### src/tpw_pkg.sv
// Purpose: Shared constants for the timer based PWM output block
// Assumes: 8-bit registers on a 32-bit classic Wishbone bus, one word each
// Notes:   Offsets are byte addresses; data sits in the low byte
//
// Summary of operation
// - Pin carries PWM with 10-bit duty resolution
// - Zero control write forces PWM latch low
// - Period is (period_register+1)*4*Tosc*prescale
// - Timer restarts after matching period_register
// - Period end sets pin unless duty zero
// - Period end copies duty into duty_shadow
// - Postscaler never changes PWM period
// - Duty is duty_high_write with control bits 5:4
// - High time is duty*Tosc*prescale
// - Duty writes take effect next period
// - duty_shadow read-only in PWM mode
// - Shadow plus 2-bit latch double-buffer duty
// - Pin clears when extended timer matches duty
// - Duty beyond period keeps pin high

package tpw_pkg;

   // ------------------------------------------------------------
   // Register offsets
   // ------------------------------------------------------------
   localparam logic [7:0] TPW_OFS_CONTROL    = 8'h00;
   localparam logic [7:0] TPW_OFS_PERIOD     = 8'h04;
   localparam logic [7:0] TPW_OFS_DUTY_HIGH  = 8'h08;
   localparam logic [7:0] TPW_OFS_DUTY_SHDW  = 8'h0c;
   localparam logic [7:0] TPW_OFS_TIMER      = 8'h10;
   localparam logic [7:0] TPW_OFS_TIMER_CTRL = 8'h14;
   localparam logic [7:0] TPW_OFS_STATUS     = 8'h18;

   // ------------------------------------------------------------
   // Field positions
   // ------------------------------------------------------------
   localparam int TPW_CTL_MODE_LSB  = 0;
   localparam int TPW_CTL_DUTY_LSB  = 4;
   localparam int TPW_TCN_PRE_LSB   = 0;
   localparam int TPW_TCN_ON_BIT    = 2;
   localparam int TPW_TCN_POST_LSB  = 3;
   localparam int TPW_STS_PIN_BIT   = 0;
   localparam int TPW_STS_POST_BIT  = 1;

   // ------------------------------------------------------------
   // Encodings and reset values
   // ------------------------------------------------------------
   localparam logic [3:0] TPW_MODE_PWM     = 4'hc;
   localparam logic [7:0] TPW_RST_CONTROL  = 8'h00;
   localparam logic [7:0] TPW_RST_PERIOD   = 8'hff;
   localparam logic [7:0] TPW_RST_DUTY     = 8'h00;
   localparam logic [7:0] TPW_RST_TCTRL    = 8'h00;
   localparam int         TPW_Q_PER_CYCLE  = 4;

endpackage : tpw_pkg

### src/tpw_prescaler.sv
// Purpose: Instruction-cycle divider and timer prescaler
// Assumes: Oscillator period equals one ref_clk_in period
// Notes:   fine_out is the two extra compare bits below the timer

`timescale 1ns/1ps

module tpw_prescaler
(
   // Clock and reset
   input  wire logic       ref_clk_in,
   input  wire logic       rst_in,
   // Control
   input  wire logic       run_in,
   input  wire logic [1:0] pre_sel_in,
   // Timing
   output logic            tick_out,
   output logic            step_end_out,
   output logic [1:0]      fine_out
);

   logic [5:0] cnt_reg;
   logic [5:0] last;

   // Prescale 1, 4 or 16 times four oscillator periods
   always_comb
   begin
      if (pre_sel_in == 2'h0)
         last = 6'h03;
      else if (pre_sel_in == 2'h1)
         last = 6'h0f;
      else
         last = 6'h3f;
   end

   always_ff @(posedge ref_clk_in or posedge rst_in)
   begin
      if (rst_in)
         cnt_reg <= 6'h00;
      else if (!run_in || cnt_reg == last)
         cnt_reg <= 6'h00;
      else
         cnt_reg <= cnt_reg + 6'h01;
   end

   // Fine bits step once per prescaled oscillator period
   always_comb
   begin
      tick_out = run_in && (cnt_reg == last);
      if (pre_sel_in == 2'h0)
      begin
         fine_out     = cnt_reg[1:0];
         step_end_out = run_in;
      end
      else if (pre_sel_in == 2'h1)
      begin
         fine_out     = cnt_reg[3:2];
         step_end_out = run_in && (cnt_reg[1:0] == 2'h3);
      end
      else
      begin
         fine_out     = cnt_reg[5:4];
         step_end_out = run_in && (cnt_reg[3:0] == 4'hf);
      end
   end

endmodule // tpw_prescaler

### src/tpw_postscaler.sv
// Purpose: Divides period matches into a slower update event
// Assumes: match_in is a one-cycle pulse
// Notes:   Kept apart from the period path on purpose

`timescale 1ns/1ps

module tpw_postscaler
(
   // Clock and reset
   input  wire logic       ref_clk_in,
   input  wire logic       rst_in,
   // Control
   input  wire logic       match_in,
   input  wire logic [3:0] post_sel_in,
   // Event
   output logic            event_out
);

   logic [3:0] cnt_reg;

   // Divide by post_sel_in + 1
   always_ff @(posedge ref_clk_in or posedge rst_in)
   begin
      if (rst_in)
      begin
         cnt_reg   <= 4'h0;
         event_out <= 1'b0;
      end
      else
      begin
         event_out <= 1'b0;
         if (match_in)
         begin
            if (cnt_reg >= post_sel_in)
            begin
               cnt_reg   <= 4'h0;
               event_out <= 1'b1;
            end
            else
               cnt_reg <= cnt_reg + 4'h1;
         end
      end
   end

endmodule // tpw_postscaler

### src/tpw_pwm_top.sv
// Purpose: Timer based PWM generator with Wishbone register access
// Assumes: 100 MHz ref_clk_in used as the oscillator; Wishbone classic slave
// Notes:   Registers are 8 bits wide in byte lane 0; upper bits read zero

`timescale 1ns/1ps

module tpw_pwm_top
(
   // Clock and reset
   input  wire logic        ref_clk_in,
   input  wire logic        rst_in,
   // Wishbone slave
   input  wire logic        wb_cyc_in,
   input  wire logic        wb_stb_in,
   input  wire logic        wb_we_in,
   input  wire logic [7:0]  wb_adr_in,
   input  wire logic [3:0]  wb_sel_in,
   input  wire logic [31:0] wb_dat_in,
   output logic [31:0]      wb_dat_out,
   output logic             wb_ack_out,
   // PWM pin
   output logic             pwm_out_pin_out
);

   // ------------------------------------------------------------
   // Registers and nets
   // ------------------------------------------------------------
   logic [7:0] ccp_control_reg;
   logic [7:0] period_register_reg;
   logic [7:0] duty_high_write_reg;
   logic [7:0] duty_shadow_reg;
   logic [1:0] duty_latch_reg;
   logic [7:0] timer_count_reg;
   logic [7:0] timer_ctrl_reg;
   logic       post_flag_reg;
   logic       pwm_latch_reg;

   logic       req;
   logic       wr_en;
   logic       wr_ctrl;
   logic       pwm_mode;
   logic       tick;
   logic       step_end;
   logic [1:0] fine;
   logic       period_end;
   logic       post_event;
   logic [9:0] position;
   logic [9:0] position_next;
   logic [9:0] active_duty;
   logic [9:0] pending_duty;
   logic       clear_hit;
   logic [7:0] rd_byte;

   // ------------------------------------------------------------
   // Bus decode
   // ------------------------------------------------------------
   assign req      = wb_cyc_in && wb_stb_in && !wb_ack_out;
   assign wr_en    = req && wb_we_in && wb_sel_in[0];
   assign wr_ctrl  = wr_en && (wb_adr_in == tpw_pkg::TPW_OFS_CONTROL);
   assign pwm_mode = ccp_control_reg[tpw_pkg::TPW_CTL_MODE_LSB +: 4] == tpw_pkg::TPW_MODE_PWM;

   always_ff @(posedge ref_clk_in or posedge rst_in)
   begin
      if (rst_in)
         wb_ack_out <= 1'b0;
      else
         wb_ack_out <= req;
   end

   always_comb
   begin
      if (wb_adr_in == tpw_pkg::TPW_OFS_CONTROL)
         rd_byte = ccp_control_reg;
      else if (wb_adr_in == tpw_pkg::TPW_OFS_PERIOD)
         rd_byte = period_register_reg;
      else if (wb_adr_in == tpw_pkg::TPW_OFS_DUTY_HIGH)
         rd_byte = duty_high_write_reg;
      else if (wb_adr_in == tpw_pkg::TPW_OFS_DUTY_SHDW)
         rd_byte = duty_shadow_reg;
      else if (wb_adr_in == tpw_pkg::TPW_OFS_TIMER)
         rd_byte = timer_count_reg;
      else if (wb_adr_in == tpw_pkg::TPW_OFS_TIMER_CTRL)
         rd_byte = timer_ctrl_reg;
      else if (wb_adr_in == tpw_pkg::TPW_OFS_STATUS)
         rd_byte = {6'h00, post_flag_reg, pwm_latch_reg};
      else
         rd_byte = 8'h00;
   end

   // Unmapped addresses still ack, reading zero
   always_ff @(posedge ref_clk_in or posedge rst_in)
   begin
      if (rst_in)
         wb_dat_out <= 32'h0000_0000;
      else if (req && !wb_we_in)
         wb_dat_out <= {24'h00_0000, rd_byte};
   end

   // ------------------------------------------------------------
   // Software registers
   // ------------------------------------------------------------
   // Writes land whenever they arrive; the duty compare uses only the shadow copy
   always_ff @(posedge ref_clk_in or posedge rst_in)
   begin
      if (rst_in)
      begin
         ccp_control_reg     <= tpw_pkg::TPW_RST_CONTROL;
         period_register_reg <= tpw_pkg::TPW_RST_PERIOD;
         duty_high_write_reg <= tpw_pkg::TPW_RST_DUTY;
         timer_ctrl_reg      <= tpw_pkg::TPW_RST_TCTRL;
      end
      else if (wr_en)
      begin
         if (wb_adr_in == tpw_pkg::TPW_OFS_CONTROL)
            ccp_control_reg <= wb_dat_in[7:0];
         else if (wb_adr_in == tpw_pkg::TPW_OFS_PERIOD)
            period_register_reg <= wb_dat_in[7:0];
         else if (wb_adr_in == tpw_pkg::TPW_OFS_DUTY_HIGH)
            duty_high_write_reg <= wb_dat_in[7:0];
         else if (wb_adr_in == tpw_pkg::TPW_OFS_TIMER_CTRL)
            timer_ctrl_reg <= {1'b0, wb_dat_in[6:0]};
      end
   end

   // ------------------------------------------------------------
   // Time base
   // ------------------------------------------------------------
   tpw_prescaler u_prescaler
   (
      .ref_clk_in   (ref_clk_in),
      .rst_in       (rst_in),
      .run_in       (timer_ctrl_reg[tpw_pkg::TPW_TCN_ON_BIT]),
      .pre_sel_in   (timer_ctrl_reg[tpw_pkg::TPW_TCN_PRE_LSB +: 2]),
      .tick_out     (tick),
      .step_end_out (step_end),
      .fine_out     (fine)
   );

   assign period_end = tick && (timer_count_reg == period_register_reg);

   // Timer restarts on the increment after the period match
   always_ff @(posedge ref_clk_in or posedge rst_in)
   begin
      if (rst_in)
         timer_count_reg <= 8'h00;
      else if (period_end)
         timer_count_reg <= 8'h00;
      else if (tick)
         timer_count_reg <= timer_count_reg + 8'h01;
   end

   tpw_postscaler u_postscaler
   (
      .ref_clk_in  (ref_clk_in),
      .rst_in      (rst_in),
      .match_in    (period_end),
      .post_sel_in (timer_ctrl_reg[tpw_pkg::TPW_TCN_POST_LSB +: 4]),
      .event_out   (post_event)
   );

   // Sticky update flag, write one to clear; a new event wins the clear
   always_ff @(posedge ref_clk_in or posedge rst_in)
   begin
      if (rst_in)
         post_flag_reg <= 1'b0;
      else if (post_event)
         post_flag_reg <= 1'b1;
      else if (wr_en && wb_adr_in == tpw_pkg::TPW_OFS_STATUS && wb_dat_in[tpw_pkg::TPW_STS_POST_BIT])
         post_flag_reg <= 1'b0;
   end

   // ------------------------------------------------------------
   // Duty double buffer
   // ------------------------------------------------------------
   assign pending_duty = {duty_high_write_reg, ccp_control_reg[tpw_pkg::TPW_CTL_DUTY_LSB +: 2]};
   assign active_duty  = {duty_shadow_reg, duty_latch_reg};

   always_ff @(posedge ref_clk_in or posedge rst_in)
   begin
      if (rst_in)
      begin
         duty_shadow_reg <= tpw_pkg::TPW_RST_DUTY;
         duty_latch_reg  <= 2'h0;
      end
      else if (period_end)
      begin
         duty_shadow_reg <= pending_duty[9:2];
         duty_latch_reg  <= pending_duty[1:0];
      end
      else if (!pwm_mode && wr_en && wb_adr_in == tpw_pkg::TPW_OFS_DUTY_SHDW)
         duty_shadow_reg <= wb_dat_in[7:0];
   end

   // ------------------------------------------------------------
   // Output latch
   // ------------------------------------------------------------
   // Compare on the last oscillator period of each fine step, so the
   // high time is exactly duty prescaled oscillator periods
   assign position      = {timer_count_reg, fine};
   assign position_next = position + 10'h001;
   assign clear_hit     = step_end && (position_next == active_duty);

   always_ff @(posedge ref_clk_in or posedge rst_in)
   begin
      if (rst_in)
         pwm_latch_reg <= 1'b0;
      else if (wr_ctrl && wb_dat_in[7:0] == 8'h00)
         pwm_latch_reg <= 1'b0;
      else if (!pwm_mode)
         pwm_latch_reg <= 1'b0;
      else if (period_end)
         pwm_latch_reg <= (pending_duty != 10'h000);
      else if (clear_hit)
         pwm_latch_reg <= 1'b0;
   end

   // Pin is a registered copy of the PWM latch, one clock later
   always_ff @(posedge ref_clk_in or posedge rst_in)
   begin
      if (rst_in)
         pwm_out_pin_out <= 1'b0;
      else
         pwm_out_pin_out <= pwm_latch_reg;
   end

   // ------------------------------------------------------------
   // Assertions
   // ------------------------------------------------------------
   property p_period_restart;
      @(posedge ref_clk_in) disable iff (rst_in)
      period_end |=> (timer_count_reg == 8'h00);
   endproperty
   a_period_restart: assert property (p_period_restart) else $error("Timer not cleared after period");

   property p_no_overrun;
      @(posedge ref_clk_in) disable iff (rst_in)
      (tick && timer_count_reg != period_register_reg) |=> (timer_count_reg == $past(timer_count_reg) + 8'h01);
   endproperty
   a_no_overrun: assert property (p_no_overrun) else $error("Timer did not advance on tick");

   property p_set_at_end;
      @(posedge ref_clk_in) disable iff (rst_in)
      (period_end && pwm_mode && !wr_ctrl && pending_duty != 10'h000) |=> pwm_latch_reg;
   endproperty
   a_set_at_end: assert property (p_set_at_end) else $error("Pin not set at period end");

   property p_zero_duty_low;
      @(posedge ref_clk_in) disable iff (rst_in)
      (period_end && pending_duty == 10'h000) |=> !pwm_latch_reg;
   endproperty
   a_zero_duty_low: assert property (p_zero_duty_low) else $error("Pin set with zero duty");

   property p_shadow_load;
      @(posedge ref_clk_in) disable iff (rst_in)
      period_end |=> (active_duty == $past(pending_duty));
   endproperty
   a_shadow_load: assert property (p_shadow_load) else $error("Duty not latched at period end");

   property p_shadow_hold;
      @(posedge ref_clk_in) disable iff (rst_in)
      (!period_end && pwm_mode) |=> $stable(active_duty);
   endproperty
   a_shadow_hold: assert property (p_shadow_hold) else $error("Active duty changed mid period");

   property p_zero_ctrl;
      @(posedge ref_clk_in) disable iff (rst_in)
      (wr_ctrl && wb_dat_in[7:0] == 8'h00) |=> ##1 !pwm_out_pin_out;
   endproperty
   a_zero_ctrl: assert property (p_zero_ctrl) else $error("Pin not low after control clear");

   property p_clear_on_match;
      @(posedge ref_clk_in) disable iff (rst_in)
      (clear_hit && !period_end && !wr_ctrl) |=> !pwm_latch_reg;
   endproperty
   a_clear_on_match: assert property (p_clear_on_match) else $error("Pin not cleared on duty match");

   property p_pin_follows;
      @(posedge ref_clk_in) disable iff (rst_in)
      ##1 (pwm_out_pin_out == $past(pwm_latch_reg));
   endproperty
   a_pin_follows: assert property (p_pin_follows) else $error("Pin does not follow latch");

   property p_ack_pulse;
      @(posedge ref_clk_in) disable iff (rst_in)
      wb_ack_out |=> !wb_ack_out;
   endproperty
   a_ack_pulse: assert property (p_ack_pulse) else $error("Ack held for two cycles");

   property p_shadow_ro;
      @(posedge ref_clk_in) disable iff (rst_in)
      (pwm_mode && wr_en && wb_adr_in == tpw_pkg::TPW_OFS_DUTY_SHDW && !period_end) |=> $stable(duty_shadow_reg);
   endproperty
   a_shadow_ro: assert property (p_shadow_ro) else $error("Shadow written in PWM mode");

   property p_mode_off_low;
      @(posedge ref_clk_in) disable iff (rst_in)
      !pwm_mode |=> !pwm_latch_reg;
   endproperty
   a_mode_off_low: assert property (p_mode_off_low) else $error("Latch high outside PWM mode");

   property p_tick_gap;
      @(posedge ref_clk_in) disable iff (rst_in)
      tick |=> (!tick) [*3];
   endproperty
   a_tick_gap: assert property (p_tick_gap) else $error("Timer ticks closer than four clocks");

   property p_rise_at_end;
      @(posedge ref_clk_in) disable iff (rst_in)
      $rose(pwm_latch_reg) |-> $past(period_end);
   endproperty
   a_rise_at_end: assert property (p_rise_at_end) else $error("Latch rose away from period end");

   property p_fall_cause;
      @(posedge ref_clk_in) disable iff (rst_in)
      $fell(pwm_latch_reg) |-> ($past(clear_hit) || $past(period_end) || !$past(pwm_mode) || $past(wr_ctrl));
   endproperty
   a_fall_cause: assert property (p_fall_cause) else $error("Latch fell without a cause");

   property p_post_after_match;
      @(posedge ref_clk_in) disable iff (rst_in)
      post_event |-> $past(period_end);
   endproperty
   a_post_after_match: assert property (p_post_after_match) else $error("Update event without match");

   property p_timer_hold;
      @(posedge ref_clk_in) disable iff (rst_in)
      !tick |=> $stable(timer_count_reg);
   endproperty
   a_timer_hold: assert property (p_timer_hold) else $error("Timer moved without tick");

   property p_shadow_from_high;
      @(posedge ref_clk_in) disable iff (rst_in)
      period_end |=> (duty_shadow_reg == $past(duty_high_write_reg));
   endproperty
   a_shadow_from_high: assert property (p_shadow_from_high) else $error("Shadow not taken from high byte");

   property p_idle_no_tick;
      @(posedge ref_clk_in) disable iff (rst_in)
      !timer_ctrl_reg[tpw_pkg::TPW_TCN_ON_BIT] |-> (!tick && !step_end);
   endproperty
   a_idle_no_tick: assert property (p_idle_no_tick) else $error("Time base runs while off");

   // Timer above a lowered period may wrap, so only in-range counts are judged
   property p_no_clear_over;
      @(posedge ref_clk_in) disable iff (rst_in)
      (pwm_mode && timer_count_reg <= period_register_reg
       && {1'b0, active_duty} > ({1'b0, period_register_reg, 2'h3} + 11'h001)) |-> !clear_hit;
   endproperty
   a_no_clear_over: assert property (p_no_clear_over) else $error("Clear match beyond period");

endmodule // tpw_pwm_top

### config.mk
export PLATFORM = sky130hd
export DESIGN_NAME = tpw_pwm_top
export DESIGN_NICKNAME = d
export VERILOG_FILES = /design/src/tpw_pkg.sv /design/src/tpw_prescaler.sv /design/src/tpw_postscaler.sv /design/src/tpw_pwm_top.sv
export SDC_FILE = /design/constraint.sdc
export NUM_CORES = 1
export LEC_CHECK = 0
export ABC_AREA = 1
export BUFFER_PORTS_ARGS = -buffer_cell sky130_fd_sc_hd__buf_2
export CORE_AREA = 2 2 97 99
export CTS_BUF_LIST = sky130_fd_sc_hd__clkbuf_8
export DETAILED_ROUTE_END_ITERATION = 16
export DIE_AREA = 0 0 99 101
export PLACE_DENSITY = 0.72
export SLEW_MARGIN = 20
export SYNTH_ARGS = -nofsm -noshare
export SYNTH_HDL_FRONTEND = slang
export SYNTH_SLANG_ARGS = --single-unit
### constraint.sdc
create_clock -name ref_clk_in -period 2.25 [get_ports ref_clk_in]
set_input_delay 0.225 -clock ref_clk_in [delete_from_list [all_inputs] [get_ports ref_clk_in]]
set_output_delay 0.225 -clock ref_clk_in [all_outputs]
set_load 0.03 [all_outputs]
Yosys cells after proc, flatten, opt, wreduce, memory -nomap -nowiden --
Index checks and enable logic that the tools add are counted.
Storage, ports and cells: register bits 72, output and inout bits 34, logic and storage cells 96
Operators by class: add/subtract/negate cells 4, magnitude comparators 1, equality and inequality tests 14, mux-type cells 27, bitwise operators 3, reductions and logical operators 32
Operators by type and width (count):
- $mux 8 | 9
- $eq 8x5->1 const B | 3
- $mux 6 | 3
- $eq 8x4->1 const B | 2
- $logic_and 1x1->1 | 16
- $logic_not 8->1 | 2
- $add 10x1->10 const B | 1
- $eq 10x10->1 | 1
- $mux 1 | 10
- $reduce_bool 10->1 | 1
- $add 8x1->8 const B | 1
- $eq 4x4->1 const B | 2
- $eq 8x3->1 const B | 1
- $eq 8x8->1 | 1
- $mux 7 | 1
- $add 6x1->6 const B | 1
- $eq 6x6->1 | 1
- $mux 2 | 3
- $reduce_bool 2->1 | 3
- $reduce_and 5->1 | 1
- $add 4x1->4 const B | 1
- $ge 4x4->1 | 1
- $logic_not 1->1 | 4
- $mux 4 | 1
- other kinds (9) | 11

Depth between registers and ports, before layout --
word-level depth 10, depth in mapped cells 17

By module --
Synthesis repeated with hierarchy kept, for this count alone.
Unflattened totals: cell total of the unflattened synthesis 622, area, all modules 4565.6 um^2
By module, submodules not included:
- tpw_pwm_top | times used 1, cells an instance 521, area each 3813.7 um^2, seq. area each 1536.5 um^2
- tpw_prescaler | times used 1, cells an instance 57, area each 416.6 um^2, seq. area each 150.1 um^2
- tpw_postscaler | times used 1, cells an instance 44, area each 335.3 um^2, seq. area each 125.1 um^2

Worst setup path after synthesis --
OpenSTA, ideal clock, no wires.
path type register -> register, start register timer_ctrl_reg[1], end register pwm_latch_reg, library setup time 0.117 ns, data arrival time 1.772 ns, data required time 2.133 ns, slack 0.360 ns, stages on the path, launching flop included 17, path buffers 0, clock period less this slack 1.890 ns, cell sequence dfrtp_1 -> inv_1 -> nand3b_1 -> inv_1 -> nor2_2 -> ha_1 -> nand2_1 -> nor2_1 -> nand2_1 -> nand2_1 -> nand2_1 -> nor2_1 -> nand2_1 -> nor2_1 -> nand3_1 -> nand3_1 -> nand2_1
On the way: cells in the longest elaborated chain, start to end 9, elaborated cells on any way between the ends 18, those cells by class add/sub (1); eq/ne (4); mux (9); reduce/logical (4)
Ends and longest elaborated chain:
- from (decl) | line tpw_pwm_top.sv:34 | logic [7:0] timer_ctrl_reg;
- from (signal assigned) | line tpw_pwm_top.sv:110 | timer_ctrl_reg <= tpw_pkg::TPW_RST_TCTRL;
- from (signal assigned) | line tpw_pwm_top.sv:121 | timer_ctrl_reg <= {1'b0, wb_dat_in[6:0]};
- parallel branches: the longest is 9 deep, another holds $add 10x1->10
- to (signal assigned) | line tpw_pwm_top.sv:212 | pwm_latch_reg <= (pending_duty != 10'h000);
- to (decl) | line tpw_pwm_top.sv:36 | logic pwm_latch_reg;
Several ways; the timed one is not identified. A chain may end at the register's enable or synchronous reset.

Worst setup path in the final report --
Ends and elaborated chain as after synthesis.

==> results.md <==
- Outcome: finished clean
- Finished Cell Area: between 0.004 and 0.005 sq mm
- Register area share after synthesis: 0.416
- Syn. warnings: 0
- Worst skew pair latency: around 0.35 ns
- Reg2reg end: pwm_latch_reg
- Clk pwr share: 0.378
- Mapped Cells: 570
- Crit path from: timer_ctrl_reg[1]
- Total power: 2390 uW
- Final ANT Viol Nets: 0
- Starting Density: 0.485
- Post-route DRC: 0
- DIE WIDTH: 99 um
- Root Driver: clkbuf_8
- Via count: just under 4000
- Setup Total Neg Slack: 0 ns
- Reg clk slew, reported paths: approximately 0.080 ns
- Max_cap viols: 0
- Max_slew headroom: 0.612
- VDD IR max: about 410 uV
- Share of the synthesized area in the top cell type: 0.368
- Sw Ratio: 0.264
- Row count: 35
- CTS tree: yes
- Actual slew at the worst max-slew pin: 0.577 ns
- Power per cell area: 493 mW/mm^2
- Cell depth of the worst hold path: 3
- Sequential power share: 0.547
- Fmax: between 400 and 500 MHz
- Power Internal: 1760 uW
- Drt first pass iters: 5
- Vias in the first global route: approximately 3600
- Max-slew violations: 0
- Logic gate share of total power: 0.076
- Yosys cell types: 40
- Crit Path Class: flip-flop to flip-flop
- CP required: 2.49 ns
- Worst setup EP type: flip-flop
- Final Critical Period: 2.12 ns
- Global placer's final weighted congestion: 1.01
- Cell area after synthesis: 0.00435 sq mm
- Num CTS Buffers: 9
- Hold worst-path end: wb_ack_out
- Maximum root-to-sink buffer count: 2
- Final hold vios: 0
- Clock Skew: roughly 0.0088 ns
- Placed Area: 0.00460 sq mm
- Setup violation total in the final timing report: 0
- First DRT Iteration DRCs: 313
- P&R area growth vs syn: 11.6%
- Proportion of layout cells with a drive suffix above 1: 0.191
- Tightest Hold Check Type: primary input to flip-flop
- Synthesized flop and latch total: between 70 and 80
- Routed Wire Length: ~11000 um
- Area leader, netlist: dfrtp_1
- Reg2Reg Depth: 16
- Vias/cell: 5.27
- Largest net degree at the start of global routing: 29
- Pre-CTS WS: 0.0552 ns
- WP data arrival: roughly 2.4 ns
- Worst reg-to-reg setup slack: between 0.1 and 0.15 ns
- Tot GR Track Use: 0.236
- Crit-path max FO: 6
- First-pass GRT wire length: 18100 um
- Core Area: about 0.009 sq mm
- # IOs: 83
- Commonest non-fill, non-tap cell in the layout: nand2_1
- Clock sink count: 72
- Leading post-synthesis cells by cell area: dfrtp_1, nand2_1, inv_1
- Setup WS post-layout: around 0.13 ns
- DIE AREA: about 0.010 sq mm
- Die Ht: 101 um
- Commonest cells after routing, fill and taps aside: nand2_1, dfrtp_1, inv_1
- Hpwl dp: 8740 um
- N_diodes: 0
- Main flop type after synthesis: dfrtp_1
- Worst setup SP type: flip-flop
- Hold_sp: wb_stb_in
- Remaining Overflow, GRT: 0
- Initial antenna violation count: 0
- Avg Cell Area, Syn: 7.63 sq um
- Final nets: between 600 and 700
- Share of flip-flops with an asynchronous set or reset: 1.00
- Static Leakage: 0.00240 uW
- Port Buffers: 31
- Worst reg2reg path startpoint: timer_ctrl_reg[1]
- Mean routed wirelength per cell: 15.2 um
- H-Tree Depth: 3
- Psw: 632 uW
- Final worst path period share: 0.944
- Number of synthesized flops with an enable pin: 0
## metrics by stage
stage,util,hold slack (ns),cells
after CTS,0.532,0.0986,731
after floorplan,-,0.346,593
final,0.541,0.109,734
after global routing,0.541,0.0980,734
after detailed placement,0.512,0.321,715
after global placement,0.512,0.310,715
## layout make-up
type                    count  area [sq um]
flip-flops and latches     72          1810
inverters                  71           267
clock buffers              10           138
clock inverters             5          33.8
well taps                 111           139
fillers                   855          4120
multi-input cells         414          2160
repair buffers             51           308
## power by group through the flow
stage	clock, uW	sequential (uW)	combinational (uW)
6_report	904	1310	181
5_1_grt	983	1310	200
4_1_cts	926	1310	178
3_5_place_dp	0	1330	177
3_3_place_gp	0	1330	174
2_1_floorplan	0	1340	147
## timing repair
| item | 4_1_cts | 5_1_grt |
|---|---|---|
| buffers inserted | 0 | 3 |
| hold endpoints to repair | 19 | 0 |
| hold buffers | 1 | 0 |
| setup endpoints to repair | 0 | 1 |
| resized for setup | 0 | 17 |
## synthesized netlist by cell type, drive strengths merged (2+ instances only)
master and n:
a21oi 29, buf 34, clkbuf 2, dfrtp 64, dfstp 8, ha 8, inv 71, nand2 159
nand3 45, nand4 6, nor2 36, nor3 11, nor3b 2, nor4 7, o2111ai 2, o211ai 2
o21ai 56, o22ai 3, xnor2 4, xor2 13
## routing by layer
metal  vias to the layer above  wire length (um)  track usage
met5                         -                 0            0
met4                         0               439        0.124
met3                        34               726       0.0374
met2                       139              5080        0.350
met1                      1789              4890        0.332
li1                       1908                 -            -
## worst max-delay path by stage
| stage | endpoint | slack (ns) | cells after the start |
|---|---|---|---|
| 2_1_floorplan | ccp_control_reg[0] | 0.21 | 1 |
| 3_3_place_gp | pwm_latch_reg | 0.13 | 16 |
| 3_5_place_dp | pwm_latch_reg | 0.06 | 16 |
| 4_1_cts | pwm_latch_reg | 0.05 | 16 |
| 5_1_grt | pwm_latch_reg | -0.05 | 16 |
| 6_report | pwm_latch_reg | 0.13 | 16 |
## kinds of logic after synthesis
kind of cell	Yosys count	share of synthesized area
adder cells (fa/ha/maj)	8	0.0230
flip-flops	72	0.416
AND/OR/NAND/NOR	269	0.285
buffers and inverters	107	0.120
other	1	0.000862
XOR/XNOR	17	0.0342
AO/OA/AOI/OAI	96	0.120
## worst max-delay path, cell delays in order (launching register included)
cell and delay (ns):
dfrtp_2 0.47, nor2_4 0.16, nand2_2 0.09, nand3_2 0.08, inv_1 0.07, ha_4 0.27
inv_1 0.03, nand2_1 0.05, nand3_1 0.07, nor2_1 0.11, o21ai_1 0.08, nor2_1 0.10
nand2_1 0.06, nor2_1 0.13, nand3_1 0.11, nand3_1 0.08, nand2_1 0.05
No activity file was read; power rests on OpenSTA's default activity.
